**config.mk**
```make
export PLATFORM = sky130hd
export DESIGN_NAME = tccu_top
export DESIGN_NICKNAME = d
export VERILOG_FILES = /design/src/rtl/tccu_pkg.sv /design/src/rtl/tccu_top.sv
export VERILOG_INCLUDE_DIRS = /design/src /design/src/rtl
export SDC_FILE = /design/constraint.sdc
export NUM_CORES = 1
export LEC_CHECK = 0
export BUFFER_PORTS_ARGS = -buffer_cell sky130_fd_sc_hd__buf_2
export CORE_MARGIN = 5
export CORE_UTILIZATION = 40
export DETAILED_ROUTE_END_ITERATION = 8
export SLEW_MARGIN = 5
export SYNTH_ARGS = -nofsm -noshare
export SYNTH_HDL_FRONTEND = slang
export SYNTH_SLANG_ARGS = --single-unit
```
**constraint.sdc**
```tcl
create_clock -name pclk -period 2.47 [get_ports pclk]
set_input_delay 0.6175 -clock pclk [delete_from_list [all_inputs] [get_ports pclk]]
set_output_delay 0.6175 -clock pclk [all_outputs]
set_load 0.01 [all_outputs]
```
**src/rtl/tccu_defines.svh**
```systemverilog
`ifndef TCCU_DEFINES_SVH
`define TCCU_DEFINES_SVH

// register indices; byte address is four times the index
`define TCCU_IDX_TCON 8'hC8
`define TCCU_IDX_MCFG 8'hC1
`define TCCU_IDX_CNTH 8'hCD
`define TCCU_IDX_CNTL 8'hCC
`define TCCU_IDX_M0H 8'hCB
`define TCCU_IDX_M0L 8'hCA
`define TCCU_IDX_M3H 8'hC7
`define TCCU_IDX_M3L 8'hC6
`define TCCU_IDX_M2H 8'hC5
`define TCCU_IDX_M2L 8'hC4
`define TCCU_IDX_M1H 8'hC3
`define TCCU_IDX_M1L 8'hC2
`define TCCU_IDX_IRQ_ENABLE_MAIN 8'hA8
`define TCCU_IDX_IRQ_ENABLE_EXT 8'hB8
`define TCCU_IDX_IRQF 8'hC0
`define TCCU_IDX_LATCH 8'hD0
// byte registers of module n; module 0 sits apart from 1..3
`define TCCU_IDX_MLO(n) ((n) == 0 ? `TCCU_IDX_M0L : \
    (n) == 1 ? `TCCU_IDX_M1L : (n) == 2 ? `TCCU_IDX_M2L : `TCCU_IDX_M3L)
`define TCCU_IDX_MHI(n) ((n) == 0 ? `TCCU_IDX_M0H : \
    (n) == 1 ? `TCCU_IDX_M1H : (n) == 2 ? `TCCU_IDX_M2H : `TCCU_IDX_M3H)

`define TCCU_RST_BYTE 8'h00
`define TCCU_RST_WORD 16'h0000
`define TCCU_CNT_MAX 16'hFFFF
`define TCCU_IRQ_ENABLE_MAIN_MASK 8'hA0
`define TCCU_IRQ_ENABLE_EXT_MASK 8'hBC
`define TCCU_LATCH_MASK 8'h0F

// bit positions
`define TCCU_BIT_EN_TIMER 5
`define TCCU_BIT_EN_RELOAD 7
`define TCCU_BIT_EN_CMP0 2
`define TCCU_BIT_FLAG_RELOAD 7
`define TCCU_BIT_FLAG_OVF 6
`define TCCU_BIT_FLAG_CMP0 2

// pin vector layout after synchronising
`define TCCU_PIN_COUNT 0
`define TCCU_PIN_RELOAD 1
`define TCCU_PIN_CAP0 2
`define TCCU_NUM_PINS 6

// prescaler terminal counts
`define TCCU_DIV12_LAST 5'h0B
`define TCCU_DIV24_LAST 5'h17
`define TCCU_DIV_ZERO 5'h00

`endif

```
**src/rtl/tccu_pkg.sv**
```systemverilog
package tccu_pkg;

    typedef enum logic [1:0] {
        CNT_OFF = 2'b00,
        CNT_PRESC = 2'b01,
        CNT_PIN = 2'b10,
        CNT_GATED = 2'b11
    } tccu_count_e;

    typedef enum logic [1:0] {
        RLD_OFF0 = 2'b00,
        RLD_OFF1 = 2'b01,
        RLD_OVF = 2'b10,
        RLD_PIN = 2'b11
    } tccu_reload_e;

    typedef enum logic [1:0] {
        FN_OFF = 2'b00,
        FN_CAP_PIN = 2'b01,
        FN_COMPARE = 2'b10,
        FN_CAP_WRITE = 2'b11
    } tccu_func_e;

    typedef struct packed {
        logic prescale_select;
        logic com0_edge_select;
        logic spare;
        tccu_reload_e reload_select;
        logic compare_output_method;
        tccu_count_e count_control;
    } tccu_tcon_s;

endpackage

```
**src/rtl/tccu_top.sv**
```systemverilog
`timescale 1ns/1ps
`include "tccu_defines.svh"
module tccu_top (
    input wire logic pclk,
    input wire logic presetn,
    input wire logic psel,
    input wire logic penable,
    input wire logic pwrite,
    input wire logic [11:0] paddr,
    input wire logic [31:0] pwdata,
    output logic [31:0] prdata,
    output logic pready,
    output logic pslverr,
    input wire logic count_input_pin,
    input wire logic reload_pin,
    input wire logic [3:0] capture_input_pin,
    output logic [3:0] compare_output_pin,
    output logic [3:0] compare_output_oe,
    output logic timer_irq,
    output logic [3:0] compare_irq
);

    tccu_pkg::tccu_tcon_s tcon_q;
    logic [7:0] mcfg_q;
    logic [7:0] irq_enable_main_q;
    logic [7:0] irq_enable_ext_q;
    logic [7:0] latch_q;
    logic [15:0] cnt_q;
    logic [15:0] mod_q [4];
    logic flag_ovf_q;
    logic flag_rld_q;
    logic [3:0] flag_cmp_q;
    logic [3:0] eq_prev_q;
    logic [3:0] cmp_out_q;
    logic [4:0] div_q;
    logic [`TCCU_NUM_PINS-1:0] sync1_q;
    logic [`TCCU_NUM_PINS-1:0] sync2_q;
    logic [`TCCU_NUM_PINS-1:0] sync3_q;
    logic [31:0] prdata_q;
    logic timer_irq_q;
    logic [3:0] compare_irq_q;

    logic [7:0] idx;
    logic addr_ok;
    logic mapped;
    logic wr_en;
    logic [7:0] rd_byte;
    logic presc_tick;
    logic inc;
    logic ovf_evt;
    logic rld_evt;
    logic [3:0] eq;
    logic [3:0] cmp_set;
    logic [3:0] cap_evt;
    logic [3:0] pin_rise;
    logic [3:0] pin_fall;
    tccu_pkg::tccu_func_e func [4];
    logic [4:0] div_last;

    // APB decode
    assign idx = paddr[9:2];
    assign addr_ok = (paddr[11:10] == 2'h0) && (paddr[1:0] == 2'h0);
    assign pready = 1'b1;
    assign wr_en = psel && penable && pwrite && mapped;
    assign pslverr = psel && penable && !mapped;
    assign prdata = prdata_q;

    always_comb begin
        mapped = addr_ok;
        rd_byte = `TCCU_RST_BYTE;
        case (idx)
            `TCCU_IDX_TCON: rd_byte = tcon_q;
            `TCCU_IDX_MCFG: rd_byte = mcfg_q;
            `TCCU_IDX_CNTH: rd_byte = cnt_q[15:8];
            `TCCU_IDX_CNTL: rd_byte = cnt_q[7:0];
            `TCCU_IDX_M0H: rd_byte = mod_q[0][15:8];
            `TCCU_IDX_M0L: rd_byte = mod_q[0][7:0];
            `TCCU_IDX_M1H: rd_byte = mod_q[1][15:8];
            `TCCU_IDX_M1L: rd_byte = mod_q[1][7:0];
            `TCCU_IDX_M2H: rd_byte = mod_q[2][15:8];
            `TCCU_IDX_M2L: rd_byte = mod_q[2][7:0];
            `TCCU_IDX_M3H: rd_byte = mod_q[3][15:8];
            `TCCU_IDX_M3L: rd_byte = mod_q[3][7:0];
            `TCCU_IDX_IRQ_ENABLE_MAIN: rd_byte = irq_enable_main_q;
            `TCCU_IDX_IRQ_ENABLE_EXT: rd_byte = irq_enable_ext_q;
            `TCCU_IDX_IRQF: rd_byte = {flag_rld_q, flag_ovf_q, flag_cmp_q,
                                       2'h0};
            `TCCU_IDX_LATCH: rd_byte = latch_q;
            default: mapped = 1'b0;
        endcase
    end

    // read data captured in the setup cycle, shown in the access cycle
    always_ff @(posedge pclk or negedge presetn) begin
        if (!presetn) begin
            prdata_q <= 32'h00000000;
        end else if (psel && !penable) begin
            prdata_q <= {24'h000000, rd_byte};
        end
    end

    always_ff @(posedge pclk or negedge presetn) begin
        if (!presetn) begin
            tcon_q <= tccu_pkg::tccu_tcon_s'(`TCCU_RST_BYTE);
            mcfg_q <= `TCCU_RST_BYTE;
            irq_enable_main_q <= `TCCU_RST_BYTE;
            irq_enable_ext_q <= `TCCU_RST_BYTE;
            latch_q <= `TCCU_RST_BYTE;
        end else if (wr_en) begin
            case (idx)
                `TCCU_IDX_TCON: tcon_q <= tccu_pkg::tccu_tcon_s'(pwdata[7:0]);
                `TCCU_IDX_MCFG: mcfg_q <= pwdata[7:0];
                `TCCU_IDX_IRQ_ENABLE_MAIN: irq_enable_main_q <= pwdata[7:0] & `TCCU_IRQ_ENABLE_MAIN_MASK;
                `TCCU_IDX_IRQ_ENABLE_EXT: irq_enable_ext_q <= pwdata[7:0] & `TCCU_IRQ_ENABLE_EXT_MASK;
                `TCCU_IDX_LATCH: latch_q <= pwdata[7:0] & `TCCU_LATCH_MASK;
                default: ;
            endcase
        end
    end

    // two-flop synchronisers; only sync2/sync3 feed edge detection
    always_ff @(posedge pclk or negedge presetn) begin
        if (!presetn) begin
            sync1_q <= '0;
            sync2_q <= '0;
            sync3_q <= '0;
        end else begin
            sync1_q <= {capture_input_pin, reload_pin, count_input_pin};
            sync2_q <= sync1_q;
            sync3_q <= sync2_q;
        end
    end

    assign pin_rise = sync2_q[`TCCU_PIN_CAP0 +: 4] &
                      ~sync3_q[`TCCU_PIN_CAP0 +: 4];
    assign pin_fall = ~sync2_q[`TCCU_PIN_CAP0 +: 4] &
                      sync3_q[`TCCU_PIN_CAP0 +: 4];

    // prescaler free-runs so gating never shifts the phase
    assign div_last = tcon_q.prescale_select ? `TCCU_DIV24_LAST
                                             : `TCCU_DIV12_LAST;
    assign presc_tick = (div_q >= div_last);

    always_ff @(posedge pclk or negedge presetn) begin
        if (!presetn) begin
            div_q <= `TCCU_DIV_ZERO;
        end else if (presc_tick) begin
            div_q <= `TCCU_DIV_ZERO;
        end else begin
            div_q <= div_q + 5'h01;
        end
    end

    always_comb begin
        case (tcon_q.count_control)
            tccu_pkg::CNT_PRESC: inc = presc_tick;
            tccu_pkg::CNT_GATED:
                inc = presc_tick && sync2_q[`TCCU_PIN_COUNT];
            tccu_pkg::CNT_PIN: inc = sync2_q[`TCCU_PIN_COUNT] &&
                                     !sync3_q[`TCCU_PIN_COUNT];
            default: inc = 1'b0;
        endcase
    end

    assign ovf_evt = inc && (cnt_q == `TCCU_CNT_MAX);
    assign rld_evt = (tcon_q.reload_select == tccu_pkg::RLD_PIN) &&
                     !sync2_q[`TCCU_PIN_RELOAD] &&
                     sync3_q[`TCCU_PIN_RELOAD];

    // software write wins over reload and counting in the same cycle
    always_ff @(posedge pclk or negedge presetn) begin
        if (!presetn) begin
            cnt_q <= `TCCU_RST_WORD;
        end else if (wr_en && idx == `TCCU_IDX_CNTH) begin
            cnt_q[15:8] <= pwdata[7:0];
        end else if (wr_en && idx == `TCCU_IDX_CNTL) begin
            cnt_q[7:0] <= pwdata[7:0];
        end else if (rld_evt) begin
            cnt_q <= mod_q[0];
        end else if (ovf_evt &&
                     tcon_q.reload_select == tccu_pkg::RLD_OVF) begin
            cnt_q <= mod_q[0];
        end else if (inc) begin
            cnt_q <= cnt_q + 16'h0001;
        end
    end

    // per-module compare and capture
    generate
        for (genvar i = 0; i < 4; i++) begin : g_mod
            assign func[i] =
                tccu_pkg::tccu_func_e'(mcfg_q[2*i +: 2]);
            assign eq[i] = (cnt_q == mod_q[i]);
            if (i == 0) begin : g_m0
                assign cmp_set[i] = (func[i] == tccu_pkg::FN_COMPARE) &&
                    (tcon_q.com0_edge_select ? (eq[i] && !eq_prev_q[i])
                        : (!eq[i] && eq_prev_q[i]));
                assign cap_evt[i] = (func[i] == tccu_pkg::FN_CAP_PIN) &&
                    (tcon_q.com0_edge_select ? pin_rise[i]
                                             : pin_fall[i]);
            end else begin : g_mn
                assign cmp_set[i] = (func[i] == tccu_pkg::FN_COMPARE) &&
                                    eq[i] && !eq_prev_q[i];
                assign cap_evt[i] = (func[i] == tccu_pkg::FN_CAP_PIN) &&
                                    pin_rise[i];
            end
        end
    endgenerate

    always_ff @(posedge pclk or negedge presetn) begin
        if (!presetn) begin
            for (int i = 0; i < 4; i++) begin
                mod_q[i] <= `TCCU_RST_WORD;
            end
        end else begin
            for (int i = 0; i < 4; i++) begin
                if (wr_en && idx == `TCCU_IDX_MLO(i)
                    && func[i] == tccu_pkg::FN_CAP_WRITE) begin
                    mod_q[i] <= cnt_q;
                end else if (wr_en && idx == `TCCU_IDX_MLO(i)) begin
                    mod_q[i][7:0] <= pwdata[7:0];
                end else if (wr_en && idx == `TCCU_IDX_MHI(i)) begin
                    mod_q[i][15:8] <= pwdata[7:0];
                end else if (cap_evt[i]) begin
                    mod_q[i] <= cnt_q;
                end
            end
        end
    end

    // compare pins; indirect mode holds level across overflow
    always_ff @(posedge pclk or negedge presetn) begin
        if (!presetn) begin
            cmp_out_q <= 4'h0;
            eq_prev_q <= 4'h0;
        end else begin
            eq_prev_q <= eq;
            for (int i = 0; i < 4; i++) begin
                if (!tcon_q.compare_output_method) begin
                    cmp_out_q[i] <= (cnt_q >= mod_q[i]);
                end else if (eq[i]) begin
                    cmp_out_q[i] <= latch_q[i];
                end
            end
        end
    end

    always_comb begin
        for (int i = 0; i < 4; i++) begin
            compare_output_oe[i] = (func[i] == tccu_pkg::FN_COMPARE);
        end
    end
    assign compare_output_pin = cmp_out_q;

    // flags: hardware set beats a software clear in the same cycle
    always_ff @(posedge pclk or negedge presetn) begin
        if (!presetn) begin
            flag_ovf_q <= 1'b0;
            flag_rld_q <= 1'b0;
            flag_cmp_q <= 4'h0;
        end else begin
            if (wr_en && idx == `TCCU_IDX_IRQF) begin
                flag_ovf_q <= pwdata[`TCCU_BIT_FLAG_OVF] || ovf_evt;
                flag_rld_q <= pwdata[`TCCU_BIT_FLAG_RELOAD] ||
                              (rld_evt && irq_enable_ext_q[`TCCU_BIT_EN_RELOAD] &&
                               irq_enable_main_q[`TCCU_BIT_EN_TIMER]);
                flag_cmp_q <= pwdata[`TCCU_BIT_FLAG_CMP0 +: 4] | cmp_set;
            end else begin
                flag_ovf_q <= flag_ovf_q || ovf_evt;
                flag_rld_q <= flag_rld_q ||
                              (rld_evt && irq_enable_ext_q[`TCCU_BIT_EN_RELOAD] &&
                               irq_enable_main_q[`TCCU_BIT_EN_TIMER]);
                flag_cmp_q <= flag_cmp_q | cmp_set;
            end
        end
    end

    // overflow and reload share one request line
    always_ff @(posedge pclk or negedge presetn) begin
        if (!presetn) begin
            timer_irq_q <= 1'b0;
            compare_irq_q <= 4'h0;
        end else begin
            timer_irq_q <= irq_enable_main_q[`TCCU_BIT_EN_TIMER] &&
                           (flag_ovf_q || flag_rld_q);
            compare_irq_q <= flag_cmp_q &
                             irq_enable_ext_q[`TCCU_BIT_EN_CMP0 +: 4];
        end
    end
    assign timer_irq = timer_irq_q;
    assign compare_irq = compare_irq_q;

    logic cnt_wr;
    assign cnt_wr = wr_en && (idx == `TCCU_IDX_CNTH || idx == `TCCU_IDX_CNTL);

    property p_off_stable;
        @(posedge pclk) disable iff (!presetn)
        (tcon_q.count_control == tccu_pkg::CNT_OFF) && !cnt_wr && !rld_evt
        |=> $stable(cnt_q);
    endproperty
    a_off_stable: assert property (p_off_stable)
        else $error("counter moved while disabled");

    property p_div12;
        @(posedge pclk) disable iff (!presetn)
        presc_tick && !tcon_q.prescale_select && $stable(tcon_q)
        |=> !presc_tick [*8];
    endproperty
    a_div12: assert property (p_div12)
        else $error("prescale tick too soon");

    property p_gate_hold;
        @(posedge pclk) disable iff (!presetn)
        (tcon_q.count_control == tccu_pkg::CNT_GATED) &&
        !sync2_q[`TCCU_PIN_COUNT] && !cnt_wr && !rld_evt
        |=> $stable(cnt_q);
    endproperty
    a_gate_hold: assert property (p_gate_hold)
        else $error("counter moved while gated");

    property p_pin_count;
        @(posedge pclk) disable iff (!presetn)
        (tcon_q.count_control == tccu_pkg::CNT_PIN) && inc && !ovf_evt &&
        !cnt_wr && !rld_evt
        |=> cnt_q == $past(cnt_q) + 16'h0001;
    endproperty
    a_pin_count: assert property (p_pin_count)
        else $error("pin edge did not count");

    property p_ovf_flag;
        @(posedge pclk) disable iff (!presetn)
        ovf_evt |=> flag_ovf_q ##1 (timer_irq == irq_enable_main_q[`TCCU_BIT_EN_TIMER]);
    endproperty
    a_ovf_flag: assert property (p_ovf_flag)
        else $error("overflow flag or request missing");

    property p_ovf_reload;
        @(posedge pclk) disable iff (!presetn)
        ovf_evt && tcon_q.reload_select == tccu_pkg::RLD_OVF && !cnt_wr &&
        !rld_evt |=> cnt_q == $past(mod_q[0]);
    endproperty
    a_ovf_reload: assert property (p_ovf_reload)
        else $error("overflow reload wrong");

    property p_pin_reload;
        @(posedge pclk) disable iff (!presetn)
        rld_evt && !cnt_wr |=> cnt_q == $past(mod_q[0]);
    endproperty
    a_pin_reload: assert property (p_pin_reload)
        else $error("pin reload wrong");

    property p_direct;
        @(posedge pclk) disable iff (!presetn)
        !tcon_q.compare_output_method
        |=> cmp_out_q[1] == ($past(cnt_q) >= $past(mod_q[1]));
    endproperty
    a_direct: assert property (p_direct)
        else $error("direct compare level wrong");

    property p_indirect_hold;
        @(posedge pclk) disable iff (!presetn)
        tcon_q.compare_output_method && !eq[2] |=> $stable(cmp_out_q[2]);
    endproperty
    a_indirect_hold: assert property (p_indirect_hold)
        else $error("indirect pin changed without match");

    property p_cap_pin;
        @(posedge pclk) disable iff (!presetn)
        cap_evt[2] && !wr_en |=> mod_q[2] == $past(cnt_q);
    endproperty
    a_cap_pin: assert property (p_cap_pin)
        else $error("pin capture wrong");

endmodule

```
==> impl_metrics.csv, run 1 <==
group,metric,value,unit
floorplan,start_util,40.7,%
critical_path,startpoint_type,"input port",
timing,timing.final.crit_share,98.0,%
critical_path,cp_slowest_cell,"or3b_4",
outcome,status,"finished, final reports clean",
detailed_routing,viasPerCell,5.87,
global_routing,grt_overflow,0,
critical_path,critical_path.max_stage_delay,0.40,ns
cells_and_area,finalNonFillerCells,1652,
power_and_ir_drop,worst_ir_drop_vdd,0.000404,V
timing,fmax,413,MHz
clock_tree,ctsLongestPathBuffers,2,
synth,avgSynthCellArea,8.98,um2
power_and_ir_drop,p_sw_share,30.5,%
synth,netlist_area,10200,um2
floorplan,io_pins,102,
critical_path,crit_chain,"buf_8 -> or3b_4 -> a211oi_4 -> nor2_1 -> o21ai_1 -> and3_1 -> buf_2",
placed_design,place.gp.congestion,0.985,
critical_path,r2r_slack,0.07,ns
clock_tree,cts_buffers,17,
synth,synth_compound_area_share,18.6,%
global_routing,grt_usage,27.2,%
timing,tightest_slew,0.752,ns
synth,synth-simple-area-share,17.3,%
global_routing,grt_max_degree,55,
clock_tree,insertion_delay,0.44,ns
synth,synth_edf_count,0,
floorplan,fp.dieH,170,um
synth,ys.flop_type,"dfrtp_1",
power_and_ir_drop,powerDensity,565,nW/um2
timing,finalHoldViolCount,0,
critical_path,critPathTopFamily,"simple AND/OR/NAND/NOR gates",
detailed_routing,drcViolationCount,0,
critical_path,ff2ff_path_depth,10,
global_routing,antenna_found_initial,0,
synth,synth_common_cells,"dfrtp_1 (157), nand2_1 (134), inv_1 (90)",
power_and_ir_drop,p_leak,0.00588,uW
synth,synthAdderAreaFrac,8.43,%
critical_path,path_buf_inv,2,
timing,fin_skew,0.0128,ns
detailed_routing,postRouteAntennaNets,0,
critical_path,r2r_start,"mod_q[47]",
clock_tree,cts_sinks,157,
detailed_routing,firstDrtPassIters,7,
clock_tree,cts_tree,"done",
synth,synthCells,1140,
clock_tree,hold_buffers,0,
placed_design,dpl_cell_area,12000,um2
synth,synth.most_common_cell,"dfrtp_1",
synth,synth_top_family_by_area,"compound AO/OA/AOI/OAI gates",
timing,slew_violations,0,
synth,synth_area_leaders,"dfrtp_1 (38%), ha_1 (8.4%), mux2i_1 (5.1%)",
synth,synth_cell_types,79,
critical_path,crit_required,1.85,ns
critical_path,reg2reg_to,"compare_output_pin[1]",
detailed_routing,wl,39100,um
cells_and_area,nets,1434,
synth,yosysSeqAreaShare,38.4,%
critical_path,crit_path_max_fanout,5,
synth,ys_async_sr_fraction,100,%
synth,yosys_warnings,0,
cells_and_area,diodes,0,
placed_design,dp.cells,1619,
power_and_ir_drop,power.share.clock,38.6,%
critical_path,arrival,1.80,ns
critical_path,endpoint_kind,"output port",
power_and_ir_drop,p_sw,2190,uW
timing,grt_setup_unrepaired,"yes",
synth,synth_mux_area_share,8.05,%
floorplan,die_x,170,um
run,max_cap_viol_count,0,
clock_tree,clk_transition_reported_paths,0.07,ns
power_and_ir_drop,internal_power,4980,uW
cells_and_area,area_delta_synth_final,23.8,%
floorplan,dieArea,28900,um2
synth,netlist.area_leader.share,38.4,%
placed_design,portBuffers,52,
cells_and_area,drive_gt1_share,22.5,%
clock_tree,htreeDepth,4,
detailed_routing,wl_per_cell,23.7,um
global_routing,grt_pass1_wl,59000,um
power_and_ir_drop,pwr-share-seq,39.0,%
floorplan,rows,58,
detailed_routing,drtIter0Drc,1246,
worst_hold_path,min_path_type,"in -> async",
synth,synth_top_cell_by_area,"dfrtp_1",
cells_and_area,design_area,12700,um2
timing,slew_headroom,49.2,%
timing,min_period,2.42,ns
clock_tree,cts_root_buf,"clkbuf_16",
power_and_ir_drop,p_comb_share,22.3,%
detailed_routing,vias,9704,
floorplan,core,25200,um2
critical_path,critPathKind,"in -> out",
timing,setup_violations,0,
synth,synthXorXnorAreaFrac,1.28,%
global_routing,grt_pass1_vias,9677,
synth,ys_ff_latch,157,
placed_design,post-dp-hpwl,29400,um
how the worst max path moves through the flow:
| stage | startpoint | to | slack (ns) | depth (start not counted) |
|---|---|---|---|---|
| finish | paddr[4] | pslverr | 0.05 | 7 |
| global placement | paddr[4] | mod_q[52] | -0.37 | 9 |
| global route | paddr[4] | pslverr | -0.01 | 7 |
| detailed placement | paddr[4] | mod_q[55] | -0.41 | 9 |
| CTS | mod_q[47] | compare_output_pin[1] | -0.03 | 10 |
| floorplan | paddr[4] | mod_q[56] | 0.02 | 8 |
kinds of logic after synthesis:
family	Yosys count
AOI/OAI and AO/OA	283
adders and majority gates	69
buffers and inverters	181
other	2
and+or+nand+nor	356
muxes	77
DFF	157
xor gates and xnor gates	15
per-layer routing:
layer | GRT usage, % | share of wire, %
met1 | 35.8 | 42
met2 | 42.3 | 45
met4 | 13.4 | 5.1
met3 | 6.27 | 8.5
met5 | 0 | 0
state kept, by name, summed over array words and instances (netlist names), 5 cells and up:
signal            cells
mod_q                64
irq_enable_ext_q      5
mcfg_q                8
sync3_q               6
sync1_q               6
div_q                 5
sync2_q               6
cnt_q                16
tcon_q                8
prdata                8
stage by stage:
stage / power, uW / setup TNS (ns) / hold slack [ns] / util, % / setup WS (ns)
final: 7160 / 0 / 0.141 / 50.3 / 0.0485
after global routing: 7460 / -0.0106 / 0.192 / 50.3 / -0.0106
after CTS: 7150 / -0.0297 / 0.178 / 50.1 / -0.0297
after detailed placement: 4380 / -12.48 / 0.336 / 47.6 / -0.411
after global placement: 4350 / -10.60 / 0.332 / 47.6 / -0.365
after floorplan: 3740 / 0 / 0.322 / - / 0.0162
layout make-up:
class,count,area [um2]
clock buffers,21,460
clock inverters,10,140
fillers,2402,12500
inverters,91,342
multi-input cells,825,5670
flip-flops and latches,157,3930
well taps,330,413
repair buffers,218,1730
layout by cell type, fill, tap and decap left out, drive strengths merged, types with 13 or more instances in the layout:
master / instances
dfrtp: 157
and3: 13
buf: 218
inv: 90
nor2b: 13
nor2: 59
o21ai: 84
nor3: 20
nand3: 44
mux2i: 53
nand4: 21
a21oi: 45
o31ai: 21
clkbuf: 21
a22oi: 32
ha: 69
conb: 25
mux2: 23
nand2: 134
worst reg2reg max path, stage by stage (launching register included):
cell and delay, ns:
dfrtp_1 0.40, inv_1 0.06, ha_1 0.32, nand4_1 0.13, nor2_2 0.08, nand3_1 0.17
inv_1 0.09, a2111oi_2 0.38, a31oi_1 0.13, a41oi_1 0.30, o21ai_2 0.17
power groups by stage:
stage / sequential (uW) / clock, uW / combinational, uW
global route: 2810 / 2910 / 1740
CTS: 2800 / 2800 / 1550
detailed placement: 2840 / 0 / 1540
global placement: 2840 / 0 / 1510
floorplan: 2850 / 0 / 887
finish: 2800 / 2770 / 1600
timing repair:
| item | CTS | global route |
|---|---|---|
| setup buffers | 1 | 1 |
| gates resized for setup | 7 | 14 |
| pin swaps | 2 | 5 |
| gates cloned | 0 | 0 |
| setup endpoints to repair | 2 | 29 |
No activity file was read; power rests on OpenSTA's default activity.
==> inputs of run 2 (changes only) <==
Settings changed: REMOVE_ABC_BUFFERS set to 1.
==> impl_metrics.csv, run 2 (synthesis results as in run 1) <==
group,metric,value,unit
timing,final.setup.worst_slack,-0.0695,ns
cells_and_area,nets,1439,
clock_tree,clk_transition_reported_paths,0.07,ns
placed_design,dp_slack,-0.358,ns
timing,fmax,394,MHz
clock_tree,cts_root_buf,"clkbuf_16",
timing,setup_tns,-0.0701,ns
critical_path,startpoint_type,"input port",
cells_and_area,fillCellCount,2384,
floorplan,rows,58,
worst_hold_path,min_path_type,"in -> async",
cells_and_area,diodes,0,
floorplan,io_pins,102,
timing,tightest_slew,0.727,ns
floorplan,start_util,40.7,%
global_routing,grt_pass1_wl,60200,um
critical_path,crit_required,1.85,ns
power_and_ir_drop,internal_power,5060,uW
cells_and_area,drive_gt1_share,22.9,%
timing,timing.final.crit_share,103,%
timing,slew_violations,0,
detailed_routing,wl,40600,um
global_routing,grt_usage,28.1,%
cells_and_area,multi_input_area,5640,um2
cells_and_area,final_common_cell,"buf_4",
cells_and_area,largest_reg_flops,64,
power_and_ir_drop,powerDensity,581,nW/um2
detailed_routing,drcViolationCount,0,
cells_and_area,seq_area,3930,um2
timing,grt_setup_unrepaired,"yes",
power_and_ir_drop,p_leak,0.00591,uW
timing,fin_skew,0.0128,ns
global_routing,grt_overflow,0,
global_routing,grt_max_degree,48,
critical_path,crit_path_max_fanout,6,
clock_tree,cts_tree,"done",
cells_and_area,mostFrequentLayoutCells,"buf_4 (158), dfrtp_1 (155), nand2_1 (134)",
timing,setup_violations,2,
detailed_routing,viasPerCell,5.88,
clock_tree,ctsLongestPathBuffers,2,
power_and_ir_drop,power.share.clock,39.4,%
global_routing,antenna_found_initial,0,
placed_design,post-dp-hpwl,31000,um
timing,min_period,2.54,ns
power_and_ir_drop,worst_ir_drop_vdd,0.000506,V
detailed_routing,postRouteAntennaNets,0,
global_routing,grt_pass1_vias,9162,
floorplan,dieArea,28900,um2
outcome,status,"complete, but fails checks",
timing,slew_headroom,51.5,%
floorplan,fp.dieH,170,um
power_and_ir_drop,p_sw_share,31.3,%
detailed_routing,vias,9751,
clock_tree,hold_buffers,0,
detailed_routing,wl_per_cell,24.5,um
clock_tree,cts_sinks,157,
power_and_ir_drop,p_sw,2310,uW
floorplan,die_x,170,um
timing,finalHoldViolCount,0,
cells_and_area,top_register,"mod_q",
floorplan,core,25200,um2
clock_tree,insertion_delay,0.45,ns
outcome,violations,"negative setup slack",
cells_and_area,top_regs,"mod_q (64), cnt_q (16)",
cells_and_area,area_delta_synth_final,24.0,%
placed_design,place.gp.congestion,0.998,
detailed_routing,drtIter0Drc,1382,
run,max_cap_viol_count,0,
critical_path,arrival,1.92,ns
clock_tree,htreeDepth,4,
detailed_routing,firstDrtPassIters,7,
timing,fin_hold_ws,0.119,ns
critical_path,critPathKind,"in -> out",
power_and_ir_drop,p_comb_share,22.2,%
critical_path,endpoint_kind,"output port",
power_and_ir_drop,pwr-share-seq,38.4,%
placed_design,portBuffers,52,
clock_tree,cts_buffers,17,
[run 2: cell count changes in the layout (fill, tap and decap cells not counted), sizes merged]
cell	previous run	this run
buf	218	223
clkbuf	21	19
clkinv	5	3
clkinvlp	3	2
inv	90	96
[run 2: cell type report]
cell class                 count  area share [%]
clock inverter                13            1.40
inverter                      91            2.69
clock buffer                  19            3.57
multi-input combinational    825            44.4
timing repair buffer         223            13.7
sequential                   157            31.0
tap                          330            3.25
[run 2: what timing repair did]
action,CTS,global route
pin swaps,5,7
endpoints found under the setup margin,1,35
resized for setup,12,12
setup buffers,3,1
[run 2: metrics by stage]
stage / instance area [um2] / power (uW) / cells / utilization (%)
finish: 12700 / 7370 / 1658 / 50.4
global route: 12700 / 7660 / 1658 / 50.4
CTS: 12600 / 7370 / 1657 / 50.2
detailed placement: 11900 / 4460 / 1622 / 47.4
global placement: 11900 / 4430 / 1622 / 47.4
floorplan: 9860 / 3630 / 1073 / -
[run 2: path summary, 6_finish.rpt]
kind	startpoint	end	slack (ns)	cells past startpoint
max in group asynchronous	presetn	cnt_q[14]	1.73	2
setup reg to reg	tcon_q[7]	cnt_q[3]	0.14	11
setup / recovery	paddr[4]	pslverr	-0.07	7
min in group pclk	count_input_pin	sync1_q[0]	0.27	1
hold / removal	presetn	mod_q[31]	0.12	1
hold reg to reg	sync1_q[5]	sync2_q[5]	0.35	0
[run 2: routing by layer]
metal,vias to the layer above,GRT usage [%],wire (um)
li1,4411,-,-
met1,4712,41.4,17700
met2,519,41.6,17400
met3,109,5.09,4060
met4,0,9.41,1460
met5,-,0,0
[run 2: worst max-delay path, cell delays in order]
cell and delay (ns):
buf_12 0.11, or3b_4 0.40, a211oi_4 0.25, nor2_1 0.07, o21ai_1 0.17, and3_1 0.17
buf_2 0.12
[run 2: power groups by stage]
stage / combinational (uW) / clock (uW) / sequential (uW)
final: 1640 / 2910 / 2830
after global routing: 1780 / 3030 / 2850
after CTS: 1610 / 2940 / 2830
after detailed placement: 1580 / 0 / 2880
after global placement: 1560 / 0 / 2870
after floorplan: 750 / 0 / 2880
